`src/logic/rsl_cfg.svh`:
```
// Behaviour
// RULE1: The serial port works only as a three-wire bus master.
// RULE2: Radio select comes from a general port pin, not the master.
// RULE3: Master data out comes from the shift register MSB, MSB first.
// RULE4: Slave data out is MSB first and released when disabled.
// RULE5: The master makes the serial clock; the slave only receives it.
// RULE6: Master enable bit selects master mode; only the master starts transfers.
// RULE7: Data write loads transmit buffer; empty shifter takes it and starts shifting.
// RULE8: Transfer done flag sets after each byte and raises enabled interrupt.
// RULE9: Master shifts slave data in MSB first; full byte goes to receive buffer.
// RULE10: A transaction is select bit, 7-bit index, then 8-bit data.
// RULE11: Select bit 1 means write, 0 means read.
// RULE12: The index picks one of 128 eight-bit slave registers.
// RULE13: Slave captures index or data once per eight serial clocks.
// RULE14: Serial clock to the radio stays at or below 10 MHz.
// RULE15: On a read the slave ignores the eight bits after the index.
// RULE16: On a read the slave shifts data out on eight falling edges.
// RULE17: After a read slave output holds last bit; pulled high when deselected. The closing fall drives the next register's top bit instead.
// RULE18: Burst: while selected, index increments for every further eight clocks.
// RULE19: Serial interrupt goes to the processor; radio interrupt stays independent.
// RULE20: Master runs clock polarity 0 and clock phase 0.
// RULE21: Bit rate at most half system clock and at most 12.5 MHz.
// RULE22: Master samples incoming data one system clock before bit end.
// RULE23: Data write during a transfer is dropped and sets collision flag.
// RULE24: Controller holds select low for all bytes, then releases it high.
// RULE25: Only software clears the transfer done flag.
`ifndef RSL_CFG_SVH
`define RSL_CFG_SVH
`define RSL_REF_KHZ      200000
`define RSL_MAX_BIT_KHZ  12500
`define RSL_MIN_HALF     ((`RSL_REF_KHZ + 2 * `RSL_MAX_BIT_KHZ - 1) / (2 * `RSL_MAX_BIT_KHZ))
`define RSL_DIV_W        8
`define RSL_LAST_BIT     3'h7
`define RSL_FIRST_BIT    3'h0
`define RSL_NREGS        128
`define RSL_IDX_W        7
`define RSL_SEL_WRITE    1'b1
`define RSL_BYTE_RST     8'h00
`endif

```
`src/logic/rsl_pkg.sv`:
```
package rsl_pkg;
    typedef enum logic [2:0]
    {
        RSL_IDLE = 3'b001,
        RSL_LOW  = 3'b010,
        RSL_HIGH = 3'b100
    } rsl_mst_e;
endpackage : rsl_pkg

```
`src/logic/rsl_top.sv`:
```
`timescale 1ns/1ps
`include "rsl_cfg.svh"
module rsl_top
    import rsl_pkg::*;
(
    input  wire logic        REF_CLK,
    input  wire logic        NRST,
    input  wire logic        MASTER_EN,
    input  wire logic [7:0]  CLK_DIV,
    input  wire logic        IRQ_EN,
    input  wire logic        DATA_WR,
    input  wire logic [7:0]  DATA_WDATA,
    input  wire logic        DONE_CLR,
    input  wire logic        COLL_CLR,
    output logic [7:0]       RX_DATA,
    output logic             DONE_FLAG,
    output logic             COLL_FLAG,
    output logic             BUSY,
    output logic             TX_FULL,
    output logic             SERIAL_IRQ,
    output logic             SCK_O,
    output logic             MOSI_O,
    input  wire logic        MISO_I,
    input  wire logic        SLV_EN,
    input  wire logic        SLV_SCK_I,
    input  wire logic        SLV_MOSI_I,
    input  wire logic        SLV_NSS_N_I,
    output logic             MISO_O,
    output logic             MISO_OE,
    output logic             RADIO_WSTB,
    output logic [6:0]       RADIO_WADDR,
    output logic [7:0]       RADIO_WDATA
);

    rsl_mst_e    st_q;
    logic [7:0]  tx_buf_q;
    logic        tx_full_q;
    logic        busy_q;
    logic [7:0]  sh_q;
    logic [7:0]  rx_q;
    logic [2:0]  bit_q;
    logic [7:0]  cnt_q;
    logic [7:0]  half;
    logic        sck_q;
    logic        done_q;
    logic        coll_q;
    logic        irq_q;
    logic        miso_s1_q;
    logic        miso_s2_q;
    logic        done_set;
    logic        coll_set;
    logic        start;

    // Clamp keeps bit rate legal even if software programs zero
    assign half = (CLK_DIV < 8'(`RSL_MIN_HALF)) ? 8'(`RSL_MIN_HALF) : CLK_DIV; // RULE21

    // Collision checks busy too, since the buffer drains the same cycle
    assign coll_set = DATA_WR && (busy_q || tx_full_q); // RULE23
    assign start    = tx_full_q && !busy_q && MASTER_EN; // RULE6

    always_ff @(posedge REF_CLK)
    begin
        if (!NRST)
        begin
            miso_s1_q <= 1'b0;
            miso_s2_q <= 1'b0;
        end
        else
        begin
            miso_s1_q <= MISO_I;
            miso_s2_q <= miso_s1_q;
        end
    end

    always_ff @(posedge REF_CLK)
    begin
        if (!NRST)
        begin
            tx_buf_q  <= `RSL_BYTE_RST;
            tx_full_q <= 1'b0;
        end
        else if (DATA_WR && !coll_set)
        begin
            tx_buf_q  <= DATA_WDATA; // RULE7
            tx_full_q <= 1'b1;
        end
        else if (start)
        begin
            tx_full_q <= 1'b0;
        end
    end

    // Mode 0 only: clock idles low, data set up before the rising edge
    always_ff @(posedge REF_CLK)
    begin
        if (!NRST)
        begin
            st_q   <= RSL_IDLE;
            busy_q <= 1'b0;
            sh_q   <= `RSL_BYTE_RST;
            rx_q   <= `RSL_BYTE_RST;
            bit_q  <= `RSL_FIRST_BIT;
            cnt_q  <= 8'h00;
            sck_q  <= 1'b0;
        end
        else
        begin
            case (st_q)
                RSL_IDLE:
                begin
                    sck_q <= 1'b0; // RULE20
                    if (start)
                    begin
                        sh_q   <= tx_buf_q; // RULE7
                        busy_q <= 1'b1;
                        bit_q  <= `RSL_FIRST_BIT;
                        cnt_q  <= 8'(half - 8'h01);
                        st_q   <= RSL_LOW;
                    end
                end
                RSL_LOW:
                begin
                    if (cnt_q == 8'h00)
                    begin
                        sck_q <= 1'b1; // RULE5
                        cnt_q <= 8'(half - 8'h01);
                        st_q  <= RSL_HIGH;
                    end
                    else
                    begin
                        cnt_q <= 8'(cnt_q - 8'h01);
                    end
                end
                RSL_HIGH:
                begin
                    if (cnt_q == 8'h00)
                    begin
                        // Last cycle of the bit: sample then shift
                        sh_q  <= {sh_q[6:0], miso_s2_q}; // RULE22 RULE9
                        sck_q <= 1'b0;
                        cnt_q <= 8'(half - 8'h01);
                        if (bit_q == `RSL_LAST_BIT)
                        begin
                            rx_q   <= {sh_q[6:0], miso_s2_q}; // RULE9
                            busy_q <= 1'b0;
                            st_q   <= RSL_IDLE;
                        end
                        else
                        begin
                            bit_q <= 3'(bit_q + 3'h1);
                            st_q  <= RSL_LOW;
                        end
                    end
                    else
                    begin
                        cnt_q <= 8'(cnt_q - 8'h01);
                    end
                end
                default:
                begin
                    st_q   <= RSL_IDLE;
                    busy_q <= 1'b0;
                    sck_q  <= 1'b0;
                end
            endcase
        end
    end

    assign done_set = (st_q == RSL_HIGH) && (cnt_q == 8'h00) && (bit_q == `RSL_LAST_BIT);

    // Set beats clear so a byte ending on a clear is not lost
    always_ff @(posedge REF_CLK)
    begin
        if (!NRST)
        begin
            done_q <= 1'b0;
            coll_q <= 1'b0;
            irq_q  <= 1'b0;
        end
        else
        begin
            done_q <= done_set || (done_q && !DONE_CLR); // RULE8 RULE25
            coll_q <= coll_set || (coll_q && !COLL_CLR); // RULE23
            irq_q  <= IRQ_EN && (done_q || coll_q); // RULE8 RULE19
        end
    end

    assign RX_DATA    = rx_q;
    assign DONE_FLAG  = done_q;
    assign COLL_FLAG  = coll_q;
    assign BUSY       = busy_q;
    assign TX_FULL    = tx_full_q;
    assign SERIAL_IRQ = irq_q;
    assign SCK_O      = sck_q;
    assign MOSI_O     = sh_q[7]; // RULE3 RULE1

    // Radio-side slave: select arrives from a port pin outside this block
    logic [2:0]  sck_sy_q;
    logic [1:0]  mosi_sy_q;
    logic [1:0]  nss_sy_q;
    logic        sck_rise;
    logic        sck_fall;
    logic        nss_n;
    logic [2:0]  bc_q;
    logic        hdr_q;
    logic        rw_q;
    logic [6:0]  addr_q;
    logic [7:0]  in_sh_q;
    logic [7:0]  out_sh_q;
    logic        miso_q;
    logic        oe_q;
    logic        wstb_q;
    logic [6:0]  waddr_q;
    logic [7:0]  wdata_q;
    logic [7:0]  regs_q [`RSL_NREGS];
    logic [7:0]  in_byte;
    logic        byte_end;

    always_ff @(posedge REF_CLK)
    begin
        if (!NRST)
        begin
            sck_sy_q  <= 3'h0;
            mosi_sy_q <= 2'h0;
            nss_sy_q  <= 2'h3;
        end
        else
        begin
            sck_sy_q  <= {sck_sy_q[1:0], SLV_SCK_I};
            mosi_sy_q <= {mosi_sy_q[0], SLV_MOSI_I};
            nss_sy_q  <= {nss_sy_q[0], SLV_NSS_N_I}; // RULE2
        end
    end

    assign nss_n    = nss_sy_q[1];
    assign sck_rise = !nss_n && sck_sy_q[1] && !sck_sy_q[2];
    assign sck_fall = !nss_n && !sck_sy_q[1] && sck_sy_q[2];
    assign in_byte  = {in_sh_q[6:0], mosi_sy_q[1]};
    assign byte_end = sck_rise && (bc_q == `RSL_LAST_BIT);

    always_ff @(posedge REF_CLK)
    begin
        if (!NRST || nss_n)
        begin
            bc_q    <= `RSL_FIRST_BIT;
            hdr_q   <= 1'b0;
            rw_q    <= 1'b0;
            addr_q  <= 7'h00;
            in_sh_q <= `RSL_BYTE_RST;
        end
        else if (sck_rise)
        begin
            in_sh_q <= in_byte;
            bc_q    <= 3'(bc_q + 3'h1);
            if (byte_end && !hdr_q)
            begin
                // Select bit first, then seven index bits
                rw_q   <= in_byte[7]; // RULE10 RULE11 RULE13
                addr_q <= in_byte[6:0]; // RULE12
                hdr_q  <= 1'b1;
            end
            else if (byte_end)
            begin
                addr_q <= 7'(addr_q + 7'h01); // RULE18
            end
        end
    end

    // Write strobe: data bits after the index are dropped on reads
    always_ff @(posedge REF_CLK)
    begin
        if (!NRST)
        begin
            wstb_q  <= 1'b0;
            waddr_q <= 7'h00;
            wdata_q <= `RSL_BYTE_RST;
        end
        else
        begin
            wstb_q <= byte_end && hdr_q && (rw_q == `RSL_SEL_WRITE); // RULE15 RULE11
            if (byte_end && hdr_q)
            begin
                waddr_q <= addr_q;
                wdata_q <= in_byte; // RULE13
            end
        end
    end

    generate
        for (genvar i = 0; i < `RSL_NREGS; i++)
        begin : g_reg
            always_ff @(posedge REF_CLK)
            begin
                if (!NRST)
                begin
                    regs_q[i] <= `RSL_BYTE_RST;
                end
                else if (byte_end && hdr_q && (rw_q == `RSL_SEL_WRITE) && (addr_q == i))
                begin
                    regs_q[i] <= in_byte; // RULE12 RULE18
                end
            end
        end
    endgenerate

    // Output path: load on index or byte end, shift on falling edges
    always_ff @(posedge REF_CLK)
    begin
        if (!NRST)
        begin
            out_sh_q <= `RSL_BYTE_RST;
            miso_q   <= 1'b1;
            oe_q     <= 1'b0;
        end
        else
        begin
            oe_q <= SLV_EN; // RULE4
            if (nss_n)
            begin
                miso_q <= 1'b1; // RULE17
            end
            else if (byte_end && !hdr_q)
            begin
                out_sh_q <= regs_q[in_byte[6:0]]; // RULE16
            end
            else if (byte_end)
            begin
                out_sh_q <= regs_q[7'(addr_q + 7'h01)]; // RULE18
            end
            else if (sck_fall && hdr_q && (rw_q != `RSL_SEL_WRITE))
            begin
                miso_q   <= out_sh_q[7]; // RULE16 RULE4
                out_sh_q <= {out_sh_q[6:0], 1'b0};
            end
        end
    end

    assign MISO_O      = miso_q;
    assign MISO_OE     = oe_q;
    assign RADIO_WSTB  = wstb_q;
    assign RADIO_WADDR = waddr_q;
    assign RADIO_WDATA = wdata_q;

    // Helper: length of each clock high phase
    logic [7:0] hi_len_q;
    always_ff @(posedge REF_CLK)
    begin
        if (!NRST)
        begin
            hi_len_q <= 8'h00;
        end
        else
        begin
            hi_len_q <= sck_q ? 8'(hi_len_q + 8'h01) : 8'h00;
        end
    end

    a_done_sticky: assert property (@(posedge REF_CLK) disable iff (!NRST) // RULE25
        done_q && !DONE_CLR |=> done_q)
        else $error("done flag dropped without clear");
    a_done_end: assert property (@(posedge REF_CLK) disable iff (!NRST) // RULE8
        $fell(busy_q) |-> done_q)
        else $error("byte ended without done flag");
    a_coll_set: assert property (@(posedge REF_CLK) disable iff (!NRST) // RULE23
        DATA_WR && busy_q |=> coll_q && $stable(tx_buf_q))
        else $error("write during transfer not flagged");
    a_start_load: assert property (@(posedge REF_CLK) disable iff (!NRST) // RULE7
        start |=> busy_q && (sh_q == $past(tx_buf_q)) && !sck_q)
        else $error("buffer not moved to shifter");
    a_no_start_off: assert property (@(posedge REF_CLK) disable iff (!NRST) // RULE6
        !busy_q && !MASTER_EN |=> !busy_q)
        else $error("transfer started without master enable");
    a_half_min: assert property (@(posedge REF_CLK) disable iff (!NRST) // RULE21
        $fell(sck_q) |-> hi_len_q >= 8'(`RSL_MIN_HALF))
        else $error("clock high phase too short");
    a_idle_low: assert property (@(posedge REF_CLK) disable iff (!NRST) // RULE20
        !busy_q |-> !sck_q)
        else $error("clock not low when idle");
    a_irq_gate: assert property (@(posedge REF_CLK) disable iff (!NRST) // RULE8
        done_q && IRQ_EN |=> irq_q)
        else $error("enabled interrupt missing");
    a_miso_release: assert property (@(posedge REF_CLK) disable iff (!NRST) // RULE4
        !SLV_EN |=> !oe_q)
        else $error("slave output driven while disabled");
    a_miso_pullup: assert property (@(posedge REF_CLK) disable iff (!NRST) // RULE17
        nss_n |=> miso_q)
        else $error("slave output not high when deselected");
    a_reg_write: assert property (@(posedge REF_CLK) disable iff (!NRST) // RULE12
        wstb_q |-> regs_q[waddr_q] == wdata_q)
        else $error("register write lost");

    c_write_txn: cover property (@(posedge REF_CLK) disable iff (!NRST) wstb_q);
    c_read_txn: cover property (@(posedge REF_CLK) disable iff (!NRST)
        byte_end && hdr_q && !rw_q);
    c_burst: cover property (@(posedge REF_CLK) disable iff (!NRST)
        wstb_q ##[1:1000] wstb_q);
    c_collision: cover property (@(posedge REF_CLK) disable iff (!NRST) $rose(coll_q));

endmodule : rsl_top

```
`config.mk`:
```
export PLATFORM = sky130hd
export DESIGN_NAME = rsl_top
export DESIGN_NICKNAME = d
export VERILOG_FILES = /design/src/logic/rsl_pkg.sv /design/src/logic/rsl_top.sv
export VERILOG_INCLUDE_DIRS = /design/src /design/src/logic
export SDC_FILE = /design/constraint.sdc
export NUM_CORES = 2
export LEC_CHECK = 0
export BUFFER_PORTS_ARGS = -buffer_cell sky130_fd_sc_hd__buf_4
export CELL_PAD_IN_SITES_DETAIL_PLACEMENT = 0
export CELL_PAD_IN_SITES_GLOBAL_PLACEMENT = 1
export CORE_ASPECT_RATIO = 0.9
export CORE_MARGIN = 4
export CORE_UTILIZATION = 45
export CTS_BUF_LIST = sky130_fd_sc_hd__clkbuf_4
export CTS_CLUSTER_DIAMETER = 50
export DETAILED_ROUTE_END_ITERATION = 10
export PLACE_DENSITY = 0.78
export REMOVE_ABC_BUFFERS = 1
export SYNTH_ARGS = -nofsm -noshare
export SYNTH_HDL_FRONTEND = slang
export SYNTH_SLANG_ARGS = --single-unit
```
`constraint.sdc`:
```
create_clock -name REF_CLK -period 7.3 [get_ports REF_CLK]
set_input_delay 1.825 -clock REF_CLK [delete_from_list [all_inputs] [get_ports REF_CLK]]
set_output_delay 1.825 -clock REF_CLK [all_outputs]
set_load 0.02 [all_outputs]
```
==> results.tsv <==
metric	value	unit
outcome	completed	
H-tree depth	5	
Layout area overhead	9.44	%
leakage	22.4	nW
Max Fclk	199	MHz
top cell type's share of synthesized area	50.5	%
CTS tree	built	
number of synthesized register bits	1122	
post-DP HPWL	136	mm
Mapped Area	60900	um^2
DIE AREA	141000	um^2
via count	46300	
die width	396	um
area of placed instances	63000	um^2
CTS Hold Bufs	0	
initial core utilization	45.5	%
Die H	357	um
EDFF count, synth	1024	
CTS Buf Count	311	
Resize count post-CTS	0	
Fillers	11500	
Yosys cell types	82	
Worst slew margin	12.2	%
Seq pwr share	53.6	%
Final setup viols	0	
share of cells above drive strength 1	29.8	%
GRT Resource Usage Total	30.1	%
DRT iter0 DRCs	7896	
# IOs	61	
crit path kind	reg2reg	
Post-route DRC	0	
CORE AREA	134000	um^2
Tightest Hold Check Type	reg2reg	
clk_skew	0.117	ns
Psw	3.36	mW
largest net degree at the start of global routing	178	
post-route minimum period	5.02	ns
grt total ovfl	0	
top post-synthesis cells by area	edfxtp_1 (50%), mux4_2 (20%), nor4_1 (6.6%)	
final instance area	66700	um^2
Tcrit/Tclk final	68.7	%
max-slew violation count	0	
Sw Share	24.5	%
Max FO, Critical Path	50	
Worst Tran Pin Value	1.31	ns
WHS	0.414	ns
final WL	216	mm
Max Cap Viol	0	
CTS sink count	1122	
synth cell count leaders	edfxtp_1 (1,024), nor4_1 (644), mux4_2 (553)	
Final TNS setup	0	ns
Worst EP required	8.44	ns
sequential fraction of the synthesis area	53.7	%
Root Buffer	clkbuf_4	
asr flop ratio synth	0	%
most common cell in the synthesized netlist	edfxtp_1	
post-synth top area cell	edfxtp_1	
clk buf depth	4	
Clk pwr share	41.0	%
first-pass GRT wire length	314	mm
predominant post-synthesis flop cell	edfxtp_1	
std cell rows	127	
Power, Total	13.7	mW
Post-DRT Antenna Nets	0	
Crit. End Element	register	
initial antenna violation count	9	
Port Buf Inserts	60	
GP Congestion	1.00	
combinational share of power	5.4	%
final hold viol count	0	
NumNets Final	4471	
Post-CTS Setup Bufs	0	
Synth Warn #	0	
crit path DAT	6.15	ns
Pre-antenna DRT Iters	8	
worst skew pair latency	1.29	ns
Syn Inst Count	4481	
unrepaired setup endpoints after global routing	false	
Startpoint Class	register	
internal power	10.3	mW
vias in the first global route	44400	
Worst-path clk slew	0.07	ns
drt wl/cell	33.5	um
Power Density	205	nW/um^2
Syn Area/Cell	13.6	um^2
DR vias/cell	7.18	
peak supply drop	0.189	mV
==> per-stage QoR <==
step,instances,setup WS (ns),utilization (%)
2_1_floorplan,3826,-11.94,-
4_1_cts,6441,2.42,49.8
6_report,6454,2.28,49.8
3_3_place_gp,5924,2.44,47.1
3_5_place_dp,5924,2.44,47.1
5_1_grt,6449,2.18,49.8
==> critical path: stages (launching register included) <==
cell     delay (ns)
dfxtp_4        0.85
inv_1          0.42
ha_4           1.01
buf_4          0.46
mux4_2         0.41
mux4_2         0.52
a22oi_1        0.49
o211a_1        0.31
nand4_1        0.11
o221a_1        0.22
==> final cells by class <==
| class | instances | area, um^2 | area share, % |
|---|---|---|---|
| Tap cell | 1806 | 2260 | 3.39 |
| Antenna cell | 12 | 30.0 | 0.0450 |
| Clock buffer | 438 | 3290 | 4.93 |
| Timing Repair Buffer | 293 | 2330 | 3.49 |
| Sequential cell | 1122 | 32700 | 49.1 |
| Multi-Input combinational cell | 2689 | 25600 | 38.4 |
| Clock inverter | 79 | 388 | 0.582 |
| Inverter | 15 | 83.8 | 0.126 |
==> sequential cells by signal (all words and copies together), names as in the netlist, 7 cells and up <==
register / cells
RADIO_WDATA: 8
regs_q: 1024
sh_q: 8
tx_buf_q: 8
out_sh_q: 8
cnt_q: 8
in_sh_q: 7
RADIO_WADDR: 7
RX_DATA: 8
addr_q: 7
==> layout by cell type (no fill, tap or decap), drive strengths merged, types with 5 or more instances in the layout <==
cell	instances
edfxtp	1024
nor4	644
mux4	553
clkbuf	439
and3	395
buf	292
nand2	245
o21ai	177
nor2	108
dfxtp	98
nand3	78
a21oi	75
clkinv	72
mux2i	70
a22oi	35
nand4	34
nor3	23
inv	19
nand2b	17
and2	17
a31oi	16
a221oi	14
nor2b	14
a311oi	14
a211oi	13
mux2	13
diode	12
ha	11
o211ai	10
o22ai	9
a41oi	8
nand3b	6
a22o	6
o31ai	6
xnor2	6
a2111oi	6
nor3b	5
or2	5
==> layer usage <==
layer | vias to the layer above | global-route usage, % | share of wire, %
li1 | 18500 | - | -
met5 | - | 0 | 0.071
met4 | 10 | 13.7 | 4.8
met3 | 631 | 12.8 | 16
met1 | 23200 | 40.3 | 36
met2 | 4050 | 42.8 | 43
==> worst paths after layout <==
| check | to | depth (start not counted) | slack, ns | start |
|---|---|---|---|---|
| worst min-delay path | miso_s2_q | 1 | 0.41 | miso_s1_q |
| worst max register to register | out_sh_q[3] | 9 | 2.28 | addr_q[0] |
| worst max-delay path | out_sh_q[3] | 9 | 2.28 | addr_q[0] |
| worst min register to register | miso_s2_q | 1 | 0.41 | miso_s1_q |
==> logic make-up after synthesis <==
group | Yosys count | synth area share, %
AO/OA/AOI/OAI | 423 | 4.37
flip-flops | 1122 | 53.7
multiplexers | 636 | 21.8
AND/OR/NAND/NOR | 1610 | 15.0
adder cells (fa/ha/maj) | 11 | 0.226
XOR/XNOR | 9 | 0.129
buffers and inverters | 670 | 4.76
==> power groups by stage <==
stage / Sequential [mW] / Clock (mW) / Combinational, mW
final: 7.34 / 5.62 / 0.735
after global placement: 7.46 / 0 / 0.707
after floorplan: 7.43 / 0 / 0.428
after CTS: 7.33 / 5.65 / 0.715
after detailed placement: 7.47 / 0 / 0.709
after global routing: 7.36 / 5.99 / 0.765
Note: power is estimated with default switching activity, not from simulation.
